**config.mk**
```make
export PLATFORM = sky130hd
export DESIGN_NAME = gdc_top
export DESIGN_NICKNAME = d
export VERILOG_FILES = /design/src/verilog/gdc_top.v /design/src/verilog/gdc_sync3.v
export VERILOG_INCLUDE_DIRS = /design/src /design/src/verilog
export SDC_FILE = /design/constraint.sdc
export NUM_CORES = 1
export LEC_CHECK = 0
export BUFFER_PORTS_ARGS = -buffer_cell sky130_fd_sc_hd__buf_2
export CORE_MARGIN = 2
export CORE_UTILIZATION = 41
export CTS_BUF_LIST = sky130_fd_sc_hd__clkbuf_16
export DETAILED_ROUTE_END_ITERATION = 6
export GPL_TIMING_DRIVEN = 0
export PLACE_DENSITY = 0.76
export SLEW_MARGIN = 5
export SYNTH_ARGS = -nofsm -noshare
export SYNTH_HDL_FRONTEND = slang
export SYNTH_HIERARCHICAL = 1
export SYNTH_SLANG_ARGS = --single-unit
export TNS_END_PERCENT = 1
```
**constraint.sdc**
```tcl
create_clock -name pclk -period 1.5 [get_ports pclk]
set_clock_uncertainty 0.1 [all_clocks]
set_input_delay 0.3 -clock pclk [delete_from_list [all_inputs] [get_ports pclk]]
set_output_delay 0.3 -clock pclk [all_outputs]
set_load 0.01 [all_outputs]
```
**src/verilog/gdc_regs.vh**
```
// Register map, field positions and reset values of the GPIO flag/debug config block.
// Assumes inclusion by bare name; definitions only.
`ifndef GDC_REGS_VH
`define GDC_REGS_VH
`define GDC_ADDR_FLAGS     32'h4000A814
`define GDC_ADDR_DBGCFG    32'h4000BC00
`define GDC_ADDR_DBGSTAT   32'h4000BC04
`define GDC_FLAG_A_BIT     0
`define GDC_FLAG_C_BIT     2
`define GDC_FLAG_D_BIT     3
`define GDC_CFG_RSVD_BIT   3
`define GDC_CFG_REGEN_BIT  4
`define GDC_CFG_DBGDIS_BIT 5
`define GDC_STAT_SWEN_BIT  0
`define GDC_STAT_FORCE_BIT 1
`define GDC_STAT_BOOT_BIT  3
`define GDC_FLAGS_RESET    32'h00000000
`define GDC_DBGCFG_RESET   32'h00000010
`define GDC_DBGSTAT_RESET  32'h00000000
`define GDC_STRAP_WAIT     3'h4
`endif

```
**src/verilog/gdc_top.v**
```verilog
// APB register block: external interrupt pending flags, debug override config, debug/boot status.
// Assumes APB master on pclk (40 MHz), asynchronous active-low presetn, trigger pulses from
// same-clock detection logic, and debug/strap levels arriving from pins.
//
// Design decision made here: the APB interface to the registers.
`timescale 1ns/10ps
`include "gdc_regs.vh"
module gdc_top (
	input  wire        pclk,
	input  wire        presetn,
	input  wire        psel,
	input  wire        penable,
	input  wire        pwrite,
	input  wire [31:0] paddr,
	input  wire [31:0] pwdata,
	input  wire [3:0]  pstrb,
	output wire        pready,
	output wire        pslverr,
	output reg  [31:0] prdata,
	input  wire        ext_int_a_trigger,
	input  wire        ext_int_c_trigger,
	input  wire        ext_int_d_trigger,
	input  wire        debug_request,
	input  wire        debugger_cable_forced,
	input  wire        serial_wire_enable_req,
	input  wire        reserved_hw_set,
	input  wire        reserved_hw_clear,
	input  wire        boot_mode_strap_n,
	output wire        debug_override_active,
	output wire        port_a_pin_seven_regen_override,
	output wire        ext_int_pending
);
	// Flag bits, one register each; positions without a flag read as zero
	reg         flag_a_r;
	reg         flag_a_nxt;
	reg         flag_c_r;
	reg         flag_c_nxt;
	reg         flag_d_r;
	reg         flag_d_nxt;
	reg         pending_r;

	// Writable config bits and the reserved bit that hardware also moves
	reg         dbg_dis_r;
	reg         dbg_dis_nxt;
	reg         regen_r;
	reg         regen_nxt;
	reg         rsvd_r;
	reg         rsvd_nxt;

	// Debug session and boot strap capture
	reg         dbg_active_r;
	reg         dbg_active_nxt;
	reg         boot_mode_sampled_r;
	reg         boot_taken_r;
	reg  [2:0]  rst_seen_r;
	reg  [31:0] rd_word;

	// Synchronised pin levels
	wire        forced_sync;
	wire        swen_sync;
	wire        dbgreq_sync;
	wire        strap_sync;

	// Bus decode
	wire        setup_rd;
	wire        access_wr;
	wire        lane0_wr;
	wire        sel_flags;
	wire        sel_cfg;
	wire        sel_stat;
	wire        wr_flags;
	wire        wr_cfg;
	wire [31:0] flags_word;
	wire [31:0] cfg_word;
	wire [31:0] status_word;

	// Reset images, kept whole so single bits can be picked out by position
	localparam [31:0] FLAGS_RST = `GDC_FLAGS_RESET;
	localparam [31:0] CFG_RST   = `GDC_DBGCFG_RESET;
	localparam [31:0] STAT_RST  = `GDC_DBGSTAT_RESET;

	// Address match against one register word; the two byte-offset bits are ignored
	function hit;
		input [31:0] a;
		input [31:0] reg_addr;
		begin
			hit = (a[31:2] == reg_addr[31:2]);
		end
	endfunction

	// Write-1-clear bit with set priority, so an event in the clearing cycle is not lost
	function w1c_next;
		input cur;
		input clr;
		input set;
		begin
			if (set)
				w1c_next = 1'b1;
			else if (clr)
				w1c_next = 1'b0;
			else
				w1c_next = cur;
		end
	endfunction


	// Pin-side inputs come from outside the clock domain
	gdc_sync3 #(.RESET_VAL(1'b0)) u_sync_forced (
		.pclk    (pclk),
		.presetn (presetn),
		.pin_in  (debugger_cable_forced),
		.level_r (forced_sync)
	);
	gdc_sync3 #(.RESET_VAL(1'b0)) u_sync_swen (
		.pclk    (pclk),
		.presetn (presetn),
		.pin_in  (serial_wire_enable_req),
		.level_r (swen_sync)
	);
	gdc_sync3 #(.RESET_VAL(1'b0)) u_sync_dbgreq (
		.pclk    (pclk),
		.presetn (presetn),
		.pin_in  (debug_request),
		.level_r (dbgreq_sync)
	);
	gdc_sync3 #(.RESET_VAL(1'b1)) u_sync_strap (
		.pclk    (pclk),
		.presetn (presetn),
		.pin_in  (boot_mode_strap_n),
		.level_r (strap_sync)
	);


	// Zero-wait slave: pready stays high, so each access ends in its first access cycle
	assign pready    = 1'b1;
	assign pslverr   = 1'b0; // No error cases: unmapped words read zero and ignore writes
	assign setup_rd  = psel & ~penable & ~pwrite;
	assign access_wr = psel & penable & pwrite;
	// Every writable bit sits in byte lane 0, so a write without that lane changes nothing
	assign lane0_wr  = access_wr & pstrb[0];
	assign sel_flags = hit(paddr, `GDC_ADDR_FLAGS);
	assign sel_cfg   = hit(paddr, `GDC_ADDR_DBGCFG);
	assign sel_stat  = hit(paddr, `GDC_ADDR_DBGSTAT);
	assign wr_flags  = lane0_wr & sel_flags;
	assign wr_cfg    = lane0_wr & sel_cfg;

	// Pending flags: write 1 clears, a trigger sets, and the set wins a tie
	always @* begin
		flag_a_nxt = w1c_next(flag_a_r, wr_flags & pwdata[`GDC_FLAG_A_BIT], ext_int_a_trigger);
		flag_c_nxt = w1c_next(flag_c_r, wr_flags & pwdata[`GDC_FLAG_C_BIT], ext_int_c_trigger);
		flag_d_nxt = w1c_next(flag_d_r, wr_flags & pwdata[`GDC_FLAG_D_BIT], ext_int_d_trigger);
	end

	// Flag A storage
	always @(posedge pclk or negedge presetn) begin
		if (!presetn)
			flag_a_r <= FLAGS_RST[`GDC_FLAG_A_BIT];
		else
			flag_a_r <= flag_a_nxt;
	end

	// Flag C storage
	always @(posedge pclk or negedge presetn) begin
		if (!presetn)
			flag_c_r <= FLAGS_RST[`GDC_FLAG_C_BIT];
		else
			flag_c_r <= flag_c_nxt;
	end

	// Flag D storage
	always @(posedge pclk or negedge presetn) begin
		if (!presetn)
			flag_d_r <= FLAGS_RST[`GDC_FLAG_D_BIT];
		else
			flag_d_r <= flag_d_nxt;
	end

	// Summary pending output, registered from the next flag values so it moves
	// on the same edge as the flags themselves and never glitches
	always @(posedge pclk or negedge presetn) begin
		if (!presetn)
			pending_r <= |FLAGS_RST;
		else
			pending_r <= flag_a_nxt | flag_c_nxt | flag_d_nxt;
	end

	// Config update; every writable bit lives in the low byte
	always @* begin
		dbg_dis_nxt = dbg_dis_r;
		regen_nxt   = regen_r;
		rsvd_nxt    = rsvd_r;
		if (wr_cfg) begin
			dbg_dis_nxt = pwdata[`GDC_CFG_DBGDIS_BIT];
			regen_nxt   = pwdata[`GDC_CFG_REGEN_BIT];
			rsvd_nxt    = pwdata[`GDC_CFG_RSVD_BIT];
		end
		// Hardware may move the reserved bit at any time, so it beats the write;
		// software that does not preserve the bit can still lose a hardware change
		if (reserved_hw_set)
			rsvd_nxt = 1'b1;
		else if (reserved_hw_clear)
			rsvd_nxt = 1'b0;
	end

	// Config storage; the regulator override is on from reset until software clears it
	always @(posedge pclk or negedge presetn) begin
		if (!presetn) begin
			dbg_dis_r <= CFG_RST[`GDC_CFG_DBGDIS_BIT];
			regen_r   <= CFG_RST[`GDC_CFG_REGEN_BIT];
			rsvd_r    <= CFG_RST[`GDC_CFG_RSVD_BIT];
		end else begin
			dbg_dis_r <= dbg_dis_nxt;
			regen_r   <= regen_nxt;
			rsvd_r    <= rsvd_nxt;
		end
	end

	// Debug override: disable only blocks a new activation, an active session stays
	// until the probe lets its request go
	always @* begin
		if (!dbgreq_sync)
			dbg_active_nxt = 1'b0;
		else if (!dbg_dis_r)
			dbg_active_nxt = 1'b1;
		else
			dbg_active_nxt = dbg_active_r;
	end

	// Debug session storage
	always @(posedge pclk or negedge presetn) begin
		if (!presetn)
			dbg_active_r <= 1'b0;
		else
			dbg_active_r <= dbg_active_nxt;
	end

	// Strap capture: the synchroniser restarts from its reset level, so the pin's
	// true level only shows at its output four edges after release; sampling
	// earlier would report the reset level instead of the strap
	always @(posedge pclk or negedge presetn) begin
		if (!presetn) begin
			rst_seen_r          <= 3'h0;
			boot_taken_r        <= 1'b0;
			boot_mode_sampled_r <= STAT_RST[`GDC_STAT_BOOT_BIT];
		end else begin
			if (rst_seen_r != `GDC_STRAP_WAIT)
				rst_seen_r <= rst_seen_r + 3'h1;
			if (rst_seen_r == `GDC_STRAP_WAIT && !boot_taken_r) begin
				boot_taken_r        <= 1'b1;
				boot_mode_sampled_r <= ~strap_sync;
			end
		end
	end

	// Register images as software sees them
	assign flags_word  = {28'h0000000, flag_d_r, flag_c_r, 1'b0, flag_a_r};
	assign cfg_word    = {26'h0000000, dbg_dis_r, regen_r, rsvd_r, 3'h0};
	assign status_word = {28'h0000000, boot_mode_sampled_r, 1'b0, forced_sync, swen_sync};

	// Read select; unmapped words read as zero
	always @* begin
		rd_word = 32'h00000000;
		if (sel_flags)
			rd_word = flags_word;
		else if (sel_cfg)
			rd_word = cfg_word;
		else if (sel_stat)
			rd_word = status_word;
	end

	// Read data registered at setup so it stands through the access phase;
	// it then holds until the next read setup, which keeps prdata quiet on writes
	always @(posedge pclk or negedge presetn) begin
		if (!presetn)
			prdata <= 32'h00000000;
		else if (setup_rd)
			prdata <= rd_word;
	end

	// Pin-side outputs, all straight from flip-flops
	assign debug_override_active           = dbg_active_r;
	assign port_a_pin_seven_regen_override = regen_r;
	assign ext_int_pending                 = pending_r;
endmodule

```
**src/verilog/gdc_sync3.v**
```verilog
// Three-stage synchroniser with agreement filter for asynchronous pin inputs.
// Assumes one clock pclk and active-low asynchronous reset presetn.
`timescale 1ns/10ps
module gdc_sync3 #(
	parameter RESET_VAL = 1'b0
) (
	input  wire pclk,
	input  wire presetn,
	input  wire pin_in,
	output reg  level_r
);
	reg s1_r;
	reg s2_r;
	reg s3_r;

	// First stage feeds only the second; a change counts once stages two and three agree
	always @(posedge pclk or negedge presetn) begin
		if (!presetn) begin
			s1_r    <= RESET_VAL;
			s2_r    <= RESET_VAL;
			s3_r    <= RESET_VAL;
			level_r <= RESET_VAL;
		end else begin
			s1_r <= pin_in;
			s2_r <= s1_r;
			s3_r <= s2_r;
			if (s2_r == s3_r)
				level_r <= s3_r;
		end
	end
endmodule

```
## Yosys cells after proc, flatten, opt, wreduce, memory -nomap -nowiden

Cells that the tools add are included.

- Register bits: 61
- Memory bits (writable): 0
- Memories: 0
- Logic and storage cells: 71
- Output and inout port bits: 37
- Bits in latches: 0
- Bits of input ports: 82
- Bits in read-only memories: 0

- Add/sub/neg operators: 1
- Shifts and indexed selects: 0
- Magnitude comparators: 0
- Muxes and demuxes: 14
- Multiply operators: 0
- Reduce and logical (&&, ||, !) cells: 3
- Divide/modulo/power cells: 0
- Eq/ne operators: 10
- Bitwise logic cells: 15

Operators with widths:

| cell | count |
|---|---|
| $eq A30 B29 Y1 const B | 3 |
| $mux W6 | 2 |
| $mux W1 | 11 |
| $and A1 B1 Y1 | 10 |
| $eq A1 B1 Y1 | 4 |
| $mux W4 | 1 |
| $add A3 B1 Y3 const B | 1 |
| $eq A3 B3 Y1 const B | 1 |
| $ne A3 B3 Y1 const B | 1 |
| $not A1 Y1 | 3 |
| $reduce_bool A3 Y1 | 1 |
| $ne A2 B2 Y1 const B | 1 |
| $or A1 B1 Y1 | 2 |
| $logic_and A1 B1 Y1 | 1 |
| $logic_not A1 Y1 | 1 |

## Depth between registers and ports, before layout

Gate-level depths: netlist (run 1).

- Depth after elaboration: 9
- Depth in mapped cells: 6
- Mapped depth without buffers: 6

## Hierarchy

Netlist (run 1), hierarchy kept.

Modules (own cells, without submodules):

| module | instances | cells each | seq. area each (µm²) | area an instance (µm²) |
|---|---|---|---|---|
| gdc_top | 1 | 133 | 476.7 | 1288.7 |
| gdc_sync3 (u_sync_dbgreq ...) | 3 | 5 | 100.1 | 111.4 |
| gdc_sync3 (u_sync_strap) | 1 | 5 | 105.1 | 116.4 |

## Worst setup path after synthesis (run 1)

No wires, ideal clock.

- Path kind: input to register
- Start point: input paddr[18]
- End point: register dbg_dis_r
- Slack: -54 ps
- Path buffers: 0
- Arrival: 1327 ps
- Required time: 1272 ps
- Stages: 4
- Setup time: 128 ps
- Cells stage by stage: nor4_4 -> nand4_4 -> nor3_2 -> mux2_1

- Cells in the longest elaborated chain, start to end: 2

Ends and longest elaborated chain:

| item | line | RTL |
|---|---|---|
| start: declaration | gdc_top.v:14 | `input wire [31:0] paddr,` |
| $eq A30 B29 Y1 | gdc_top.v:87 | `hit = (a[31:2] == reg_addr[31:2]);` |
| $and A1 B1 Y1 | gdc_top.v:145 | `assign wr_cfg = lane0_wr & sel_cfg;` |
| end signal: assignment | gdc_top.v:208 | `` dbg_dis_r <= CFG_RST[`GDC_CFG_DBGDIS_BIT]; `` |
| end signal: assignment | gdc_top.v:212 | `dbg_dis_r <= dbg_dis_nxt;` |
| end: declaration | gdc_top.v:43 | `reg dbg_dis_r;` |

No other way between the ends.
A chain may end at the register's enable or synchronous reset.

## Worst setup path in the final report (run 1)

- Start point: input paddr[24]
- End point: register dbg_dis_r

The elaborated chain is that of the path after synthesis.

==> summary.txt, run 1 <==
CTS
  – Htree depth: 2
  – Clock net sink count: 35
  – Clock latency on the worst-skew pair: 270 ps
  – Bufs on Longest Clock Path: 2
  – TritonCTS Buffers: 5
  – Root buf cell: clkbuf_16
  – CTS tree: built
  – Clock-pin transition on the worst setup and hold timing paths: ~50 ps

Global routing
  – Pin count of the biggest net entering global routing: 36
  – Congestion Overflow GR: 0
  – Initial antenna violation count: 0
  – Total GRT Usage: 0.152
  – Vias in the first global route: around 1,400
  – First-pass GRT wire length: 5840 um

Die
  – Die width: ~69 um
  – Core ar.: approximately 4000 um2
  – IO Count: 119
  – Height of the die: ~69 um
  – Die ar.: roughly 4800 um2
  – Rows: 23
  – Initial Util: 0.432

Logic synthesis
  – Combinational family with the most area after synthesis: simple AND/OR/NAND/NOR gates
  – Mapped Cells: between 150 and 200
  – Synth Area in XOR/XNOR: 0.00504
  – Register area share after synthesis: 0.507
  – Mean Syn Cell Area: ~11 um2
  – Multiplexer area fraction after synthesis: 0.0187
  – Distinct cells, synth: 44
  – Adder-cell share of the synthesized area: 0.0403
  – Ys Warns: 6
  – Post-synthesis register bit count: 35
  – Simple-gate portion of the synthesized area: 0.232
  – Post-synthesis compound-gate area fraction: 0.0583
  – Netlist Area Pre-Place: roughly 1700 um2

Timing
  – Slew headroom: 0.511
  – Final setup margin: -3.72 ps
  – FMAX: roughly 670 MHz
  – RSZ-0062 raised after global routing: true
  – Worst-Margin Slew: roughly 730 ps
  – # setup viols final: 2
  – Tcrit/Tclk final: 1.00
  – WHS: -7.63 ps
  – Final Hold Fails: 21
  – Final Max Tran Viols: 0
  – Tmin final: 1500 ps

Critical path
  – Setup crit start kind: input pin
  – Reg2reg setup slack: 100 ps
  – Crit Path Class: in -> reg
  – Slowest stage delay, CP: 350 ps
  – Cell Chain, Critical Path: buf_2 > nor4_4 > nand4_4 > nor3_4 > mux2_1
  – CP Capture Type: flip-flop
  – Worst Path Required: ~1600 ps
  – Critical Path AT: 1560 ps
  – Crit Path Max Fanout: 7
  – Top delay family on crit path: simple AND/OR/NAND/NOR gates
  – Crit path buf inv count: 1
  – CP max-delay cell: nor4_4

Placed design
  – Hpwl dp: between 2000 and 3000 um
  – Dpl cells: between 200 and 300
  – RD Place Congestion: ~0.77
  – IO buf count: just under 60

Drt
  – WL final: roughly 3400 um
  – Initial DRC Count: 56
  – Drt wl/cell: roughly 12 um
  – Vias: 1,364
  – DRT Pass-1 Iters: 4
  – DRT antenna net count: 0
  – Drc violations: 0
  – Via/cell ratio: between 4 and 5

Power
  – Leak: 1.20 nW
  – Worst VDD drop: 0.624 mV
  – Total Power: 2.17 mW
  – PD cells: 917 nW/um2

Finish
  – Final nets: 330
  – Max reg flops: 6
  – Share of layout cells above drive strength 1: 0.453
  – Most frequent cells in the layout: 58 x buf_2, 30 x buf_4, 30 x dfrtp_1
  – Largest regs: prdata x6, rst_seen_r x3
  – P&R area growth vs syn: 36.3%
  – Top reg by flops: prdata
  – Commonest non-fill, non-tap cell in the layout: buf_2
  – Number of standard cells in the final layout excluding fillers: between 200 and 300
  – Diodes inserted: 0

Run status
  – Failing checks: hold timing, setup timing
  – Status: finished with violations

Flow run
  – Max Cap Viol: 0

Hold path
  – Hold/Removal Path Class: in -> async
-- synthesized netlist by cell type, drive strengths merged --
cell / instances / share of area
a2111oi: 1 / 0.0050
buf: 29 / 0.12
nor3b: 1 / 0.0043
nand3b: 1 / 0.0043
nor2b: 1 / 0.0036
nor2: 7 / 0.015
nand4: 3 / 0.019
ha: 2 / 0.014
o31ai: 3 / 0.013
and2: 3 / 0.011
nor4bb: 1 / 0.0058
xnor2: 1 / 0.0050
inv: 4 / 0.0086
mux2i: 1 / 0.0058
nor3: 5 / 0.017
and4: 1 / 0.0050
conb: 2 / 0.0043
and3b: 1 / 0.0050
and4b: 1 / 0.0058
or3b: 1 / 0.0050
a211o: 1 / 0.0050
maj3: 4 / 0.026
a31o: 2 / 0.010
a22o: 1 / 0.0050
dfstp: 5 / 0.076
nand2b: 8 / 0.029
nor4: 7 / 0.051
or4: 2 / 0.0086
nand2: 11 / 0.024
mux2: 2 / 0.013
clkbuf: 1 / 0.0022
o21ai: 2 / 0.0057
nand3: 2 / 0.0058
a21oi: 2 / 0.0058
a21boi: 1 / 0.0043
dfrtp: 30 / 0.43
or3: 1 / 0.0036
nor4b: 1 / 0.0086
a21o: 1 / 0.0043
-- final cells by class --
class	count	area, um2
Fill cell	357	1660
Inverter	4	15.0
Buffer	30	225
Clock buffer	5	125
Sequential cell	35	882
Timing Repair Buffer	60	305
Clock inverter	3	11.3
Tap cell	50	62.6
Multi-Input combinational cell	110	744
-- what timing repair did --
item	CTS	global route
endpoints found under the setup margin	3	13
resized for setup	3	3
hold buffers	0	0
pin swaps	1	3
setup buffers	1	1
-- cell families after synthesis --
logic type	count (synthesis)
xor+xnor	1
compound gates	14
mux	3
buf+inv	34
simple gates	58
other cells	2
fa+ha+maj	6
flops	35
-- path summary, 6_finish.rpt --
check | cells past startpoint | end | start
setup / recovery | 5 | dbg_dis_r | paddr[24]
hold / removal | 1 | u_sync_swen/s2_r | presetn
setup reg to reg | 3 | ext_int_pending | flag_a_r
hold reg to reg | 0 | u_sync_dbgreq/s2_r | u_sync_dbgreq/s1_r
max in group asynchronous | 1 | boot_taken_r | presetn
min in group pclk | 1 | u_sync_strap/s1_r | boot_mode_strap_n
-- layer usage --
metal / part of all wire / GRT usage / vias up
met5: 0 / 0 / -
met4: 0.015 / 0.0523 / 0
met3: 0.090 / 0.0658 / 5
met2: 0.50 / 0.261 / 62
met1: 0.39 / 0.168 / 634
li1: - / - / 663
-- power breakdown --
| part | internal (mW) | total, mW | switching [mW] |
|---|---|---|---|
| sequential | 0.985 | 1.00 | 0.0161 |
| combinational | 0.126 | 0.243 | 0.117 |
| clock | 0.595 | 0.929 | 0.334 |
-- metrics by stage --
stage / worst slack [ps] / instance area (um2) / TNS, ps / utilization
floorplan: -8.10 / 1840 / -13.6 / -
global placement: -340 / 2190 / -3090 / 0.544
detailed placement: -373 / 2190 / -3560 / 0.544
CTS: -9.12 / 2350 / -9.12 / 0.583
global route: -84.5 / 2370 / -212 / 0.589
finish: -3.72 / 2370 / -6.47 / 0.589
Note: power is estimated with default switching activity, not from simulation.
==> run 2, diff against run 1 <==
- CORE_ASPECT_RATIO: not set -> 1.2
- CORE_MARGIN: 2 -> not set
- CORE_UTILIZATION: 41 -> 44
- PLACE_DENSITY: 0.76 -> 0.81
- clock period: 1.5 -> 1.9 ns (I/O delays scaled with it)
==> run 2 against run 1 <==
The flow now finishes without violations. Design area fell by 1.7%. Critical path depth rose by 1. Global-route usage rose by 0.90 points. Cell count did not move. First-iteration DRC count fell by 21%. Clock power fell by 21%. Setup slack improved by 260 ps. Hold slack improved by 88 ps. Non-clock buffer count fell by 2. Sequential share of layout area rose by 0.66 points. Clock-buffer cell count did not move. Critical endpoint is now ext_int_pending. Largest cell class unchanged.
==> summary.txt, run 2 (synthesis results as in run 1) <==
Run status
  – Status: complete, no violations

Timing
  – Final Max Tran Viols: 0 (unchanged)
  – FMAX: roughly 600 MHz
  – Slew headroom: 0.498 (-0.0129)
  – RSZ-0062 raised after global routing: false
  – Final Hold Fails: 0 (-100%)
  – Tcrit/Tclk final: 0.865
  – Final setup margin: 257 ps (+260 ps)
  – Worst-Margin Slew: 753 ps (+19.4 ps)
  – Setup TNS: 0 ps (+6.47 ps)
  – # setup viols final: 0 (-2)
  – Tmin final: around 1600 ps

Critical path
  – Crit Path Class: in -> reg
  – CP Capture Type: flip-flop
  – Setup crit start kind: input pin
  – Worst r2r path cells: 3 (unchanged)
  – Worst reg2reg endpoint: ext_int_pending
  – Crit Path Max Fanout: 10 (+3)
  – Worst Path Required: 1940 ps (+380 ps)
  – Critical Path AT: 1690 ps (+130 ps)
  – Reg2reg setup slack: 540 ps (+440 ps)
  – R2R Path Start: flag_a_r

CTS
  – Post-CTS sizing: 0 (-3)
  – TritonCTS Buffers: 5 (unchanged)
  – Clock-pin transition on the worst setup and hold timing paths: 50 ps (about the same)
  – Hold Buf Count CTS: 0 (unchanged)
  – Clock net sink count: 35 (unchanged)
  – CTS tree: built
  – Setup Buffers After CTS: 0 (-1)
  – Root buf cell: clkbuf_16
  – Clock latency on the worst-skew pair: 270 ps (about the same)
  – Htree depth: 2 (unchanged)
  – Bufs on Longest Clock Path: 2 (unchanged)

Drt
  – DRT Pass-1 Iters: 4 (unchanged)
  – Initial DRC Count: 44 (-21%)
  – WL final: 3140 um (-8.3%)
  – Via/cell ratio: 4.47 (-2.7%)
  – Vias: 1,327 (-2.7%)
  – Drt wl/cell: 10.6 um (-8.3%)
  – Drc violations: 0 (unchanged)
  – DRT antenna net count: 0 (unchanged)

Power
  – PD cells: 736 nW/um2 (-20%)
  – Leak: 1.18 nW (-1.9%)
  – Worst VDD drop: 0.552 mV (-12%)

Hold path
  – Hold/Removal Path Class: in -> async

Global routing
  – Initial antenna violation count: 0 (unchanged)
  – Met3 Use GR: 0.0366 (-0.0292)
  – First-pass GRT wire length: 5040 um (-14%)
  – Pin count of the biggest net entering global routing: 36 (unchanged)
  – Vias in the first global route: 1,197 (-13%)
  – GR Layer Usage met1: 0.188 (+0.0202)
  – M2 GR Usage: 0.280 (+0.0190)
  – Total GRT Usage: 0.161 (+0.00899)
  – Gr busiest metal: met2
  – Congestion Overflow GR: 0 (unchanged)

Die
  – Core ar.: 3690 um2 (-8.3%)
  – IO Count: 119 (unchanged)
  – Height of the die: 70.9 um (+2.5%)
  – Die width: 59.4 um (-14%)
  – Rows: 24 (+4.3%)
  – Die ar.: 4210 um2 (-12%)
  – Initial Util: 0.471 (+0.0392)

Placed design
  – Worst slack, placed: -36.8 ps (+336 ps)
  – IO buf count: 58 (unchanged)
  – Hpwl dp: 2530 um (-6.1%)
  – RD Place Congestion: 0.727 (-5.7%)

Finish
  – Largest regs: prdata x6, rst_seen_r x3
  – Most frequent cells in the layout: 59 x buf_2, 30 x dfrtp_1, 28 x buf_4, 28 x conb_1, 11 x nand2_1
  – Final Core Density: 0.631 (+0.0423)
  – Share of layout cells above drive strength 1: 0.441 (-0.0126)
  – P&R area growth vs syn: 34.0%
  – Commonest non-fill, non-tap cell in the layout: buf_2
  – Top reg by flops: prdata
  – Max reg flops: 6 (unchanged)
  – Diodes inserted: 0 (unchanged)
  – Final nets: 328 (-0.61%)

Flow run
  – Max Cap Viol: 0 (unchanged)
[run 2: cell count changes in the layout (fill, tap and decap cells not counted)]
cell	before	now
a2111oi_0	0	1
a2111oi_2	1	0
buf_2	58	59
buf_4	30	28
buf_6	1	0
clkinv_1	2	0
clkinv_2	0	1
inv_1	5	6
nor3_2	0	1
nor3_4	1	0
nor3b_1	0	1
nor3b_2	1	0
nor4_1	3	4
nor4_2	1	0
[run 2: critical path, stage by stage]
cell and delay, ps:
buf_2 100, nor4_1 260, nand4_1 240, buf_2 260
a2111oi_0 370, nor2_1 80
[run 2: cell type report]
type / count / area, um2
clock buffer: 5 / 125
multi-input combinational: 110 / 721
fill: 318 / 1360
inverter: 4 / 15.0
sequential: 35 / 882
tap: 52 / 65.1
timing repair buffer: 58 / 290
buffer: 30 / 219
clock inverter: 3 / 12.5
[run 2: report_power, final]
part	internal [mW]	leakage [nW]	switching (mW)
registers	0.778	0.403	0.0132
clock network	0.472	0.0762	0.263
logic	0.0989	0.700	0.0898
[run 2: worst max-delay path by stage]
stage               startpoint               to  slack, ps  cells after the start
floorplan            paddr[18]        dbg_dis_r        270                      4
global placement      paddr[6]  ext_int_pending         20                      6
detailed placement    paddr[6]  ext_int_pending        -40                      6
CTS                   paddr[6]  ext_int_pending        240                      6
global route          paddr[6]  ext_int_pending        130                      6
finish                paddr[6]  ext_int_pending        260                      6
[run 2: metrics by stage]
stage | hold slack, ps | power (mW) | std cells | instance area, um2
final | 80.5 | 1.71 | 297 | 2330
after floorplan | -15.6 | 0.905 | 179 | 1840
after CTS | 104 | 1.74 | 297 | 2330
after detailed placement | 236 | 0.990 | 289 | 2190
after global routing | 102 | 1.79 | 297 | 2330
after global placement | 231 | 0.988 | 289 | 2190
[run 2: metal layers]
layer,routed length [um],vias up
met1,1280,592
met2,1540,66
met4,47,0
met3,274,8
li1,-,661
met5,0,-
==> run 3, diff against run 2 <==
- ABC_CLOCK_PERIOD_IN_PS: not set -> 1900
- SYNTH_HIERARCHICAL: 1 -> not set
==> run 3 against run 2 <==
Clock power grew 3.3%. Flip-flop and latch count is the same. Critical path type unchanged. Hold slack lost 17 ps. Non-clock buffer count is the same. Die area shrank 0.28%. Wire length grew 4.0%. Largest power group unchanged. Synthesized area shrank 0.29%. Combinational power is essentially flat. Utilization shrank 0.068 points. Power grew 1.3%. Sequential power is essentially flat. Critical path depth is the same.
==> summary.txt, run 3 <==
Run status
  – Status: complete, no violations

Drt
  – Drt wl/cell: 11.0 um (+4.0%)
  – Vias: 1,355 (+2.1%)
  – WL final: 3270 um (+4.0%)
  – DRT antenna net count: 0 (unchanged)
  – Via/cell ratio: 4.56 (+2.1%)
  – Initial DRC Count: 30 (-32%)
  – DRT Pass-1 Iters: 4 (unchanged)
  – Drc violations: 0 (unchanged)

Flow run
  – Max Cap Viol: 0 (unchanged)

Timing
  – WHS: 63.7 ps (-16.8 ps)
  – RSZ-0062 raised after global routing: false
  – Tcrit/Tclk final: 0.859 (-0.00580)
  – Final Hold Fails: 0 (unchanged)
  – # setup viols final: 0 (unchanged)
  – Slew headroom: 0.510 (+0.0124)
  – Setup TNS: 0 ps (unchanged)
  – Tmin final: 1630 ps (-11.0 ps)
  – Final Max Tran Viols: 0 (unchanged)
  – Final setup margin: 268 ps (+11.0 ps)
  – FMAX: 613 MHz (+0.67%)
  – Worst-Margin Slew: 735 ps (-18.6 ps)

Global routing
  – Pin count of the biggest net entering global routing: 36 (unchanged)
  – Total GRT Usage: 0.177 (+0.0164)
  – Vias in the first global route: 1,353 (+13%)
  – Congestion Overflow GR: 0 (unchanged)
  – Initial antenna violation count: 0 (unchanged)
  – First-pass GRT wire length: 5460 um (+8.2%)

Finish
  – Commonest non-fill, non-tap cell in the layout: buf_2
  – Number of standard cells in the final layout excluding fillers: 297 (unchanged)
  – P&R area growth vs syn: 34.2%
  – Max reg flops: 6 (unchanged)
  – Diodes inserted: 0 (unchanged)
  – Filler Cells Inserted: 311 (-2.2%)
  – Most frequent cells in the layout: 59 x buf_2, 30 x dfrtp_1, 28 x buf_4, 28 x conb_1, 11 x nand2_1
  – Largest regs: prdata x6, rst_seen_r x3
  – Share of layout cells above drive strength 1: 0.433 (-0.00816)
  – Top reg by flops: prdata
  – Final nets: 328 (unchanged)

Critical path
  – Setup crit start kind: input pin
  – Crit Path Max Fanout: 10 (unchanged)
  – Worst reg2reg endpoint: ext_int_pending
  – Crit Path Class: in -> reg
  – Critical Path AT: 1680 ps (about the same)
  – Reg2reg setup slack: 510 ps (-30 ps)
  – CP startpoint: paddr[6]
  – Worst r2r path cells: 3 (unchanged)
  – Worst Path Required: 1950 ps (about the same)
  – R2R Path Start: flag_c_r
  – CP Capture Type: flip-flop

CTS
  – Bufs on Longest Clock Path: 2 (unchanged)
  – Clock-pin transition on the worst setup and hold timing paths: 50 ps (about the same)
  – Hold Buf Count CTS: 0 (unchanged)
  – TritonCTS Buffers: 5 (unchanged)
  – Clock latency on the worst-skew pair: 280 ps (about the same)
  – CTS tree: built
  – Clock net sink count: 35 (unchanged)
  – Root buf cell: clkbuf_16
  – Setup Buffers After CTS: 0 (unchanged)
  – Post-CTS sizing: 0 (unchanged)
  – Htree depth: 2 (unchanged)

Logic synthesis
  – Netlist Area Pre-Place: 1730 um2 (-0.29%)
  – Area leader, netlist: dfrtp_1
  – Register area share after synthesis: 0.509 (+0.00146)
  – Ys Warns: 0 (-6)
  – Mapped Cells: 153 (unchanged)
  – Synth top area cells: dfrtp_1 43%, buf_4 12%, dfstp_2 7.6%
  – Most frequent cell after synthesis: dfrtp_1
  – Post-synth EDFFs: 0 (unchanged)
  – Async set-or-reset flop fraction in the synthesized netlist: 1.00 (unchanged)
  – Post-synthesis register bit count: 35 (unchanged)
  – Mean Syn Cell Area: 11.3 um2 (-0.29%)
  – Distinct cells, synth: 44 (unchanged)
  – Area fraction of the dominant cell type after synthesis: 0.433 (+0.00125)
  – Commonest register cell after synthesis: dfrtp_1
  – Commonest cells in the netlist: 30 x dfrtp_1, 28 x buf_4, 11 x nand2_1, 8 x nand2b_1, 7 x nor2_1

Placed design
  – IO buf count: 58 (unchanged)
  – Hpwl dp: 2530 um (about the same)
  – Dpl cells: 289 (unchanged)
  – Worst slack, placed: -15.6 ps (+21.2 ps)
  – RD Place Congestion: 0.752 (+3.4%)

Die
  – Core ar.: 3690 um2 (unchanged)
  – Height of the die: 70.8 um (-0.14%)
  – Die width: 59.3 um (-0.13%)
  – Die ar.: 4200 um2 (-0.28%)
  – IO Count: 119 (unchanged)
  – Rows: 24 (unchanged)
  – Initial Util: 0.470 (-0.00136)

Power
  – PD cells: 746 nW/um2 (+1.4%)
  – Int Power: 1.35 mW (+0.20%)
  – Leak: 1.17 nW (-0.74%)
  – Worst VDD drop: 0.628 mV (+14%)
  – Switching Fraction: 0.222 (+0.00863)
  – Total Power: 1.74 mW (+1.3%)
  – Share of power burned in registers: 0.455 (-0.006)
  – Combinational Power Share: 0.108 (-0.002)
  – Psw: 0.386 mW (+5.4%)
  – Clock power share: 0.437 (+0.008)

Hold path
  – Hold/Removal Path Class: in -> async
## run 3: metrics by stage
step	utilization	area, um2
floorplan	-	1830
global placement	0.592	2190
detailed placement	0.592	2190
CTS	0.630	2330
global route	0.630	2330
finish	0.630	2330
## run 3: logic make-up after synthesis
family	share of synthesized area
AND/OR/NAND/NOR	0.232
flip-flops	0.509
buffers and inverters	0.135
AO/OA/AOI/OAI	0.0584
adder cells (fa/ha/maj)	0.0375
multiplexers	0.0188
other	0.00433
XOR/XNOR	0.00505
## run 3: power groups by stage
stage	Combinational [mW]	Sequential, mW	Clock, mW
2_1_floorplan	0.102	0.800	0
3_3_place_gp	0.183	0.800	0
3_5_place_dp	0.187	0.802	0
4_1_cts	0.188	0.790	0.779
5_1_grt	0.208	0.794	0.812
6_report	0.188	0.790	0.759
## run 3: how the worst max path moves through the flow
stage                                  to  slack [ps]  cells after the start
after floorplan                 dbg_dis_r         270                      4
after global placement    ext_int_pending          20                      6
after detailed placement  ext_int_pending         -20                      6
after CTS                       prdata[4]         260                      6
after global routing      ext_int_pending          80                      6
final                     ext_int_pending         270                      6
## run 3: cell type report
type / count / area [um2] / share of cell area
Clock buffer: 5 / 125 / 0.0538
Timing Repair Buffer: 58 / 290 / 0.125
Buffer: 30 / 219 / 0.0941
Clock inverter: 3 / 15.0 / 0.00645
Multi-Input combinational cell: 110 / 716 / 0.308
Tap cell: 52 / 65.1 / 0.0280
Inverter: 4 / 15.0 / 0.00645
Sequential cell: 35 / 882 / 0.379
## run 3: critical path, cell delays in order
cell       delay, ps
buf_2             90
nor4_1           270
nand4_1          240
buf_2            260
a2111oi_0        360
nor2_1            80
## run 3: layer usage
layer	GRT usage	vias to the layer above	wire (um)
met5	0	-	0
met4	0.0926	0	71
met3	0.0567	8	298
met2	0.333	72	1730
met1	0.162	620	1160
li1	-	655	-
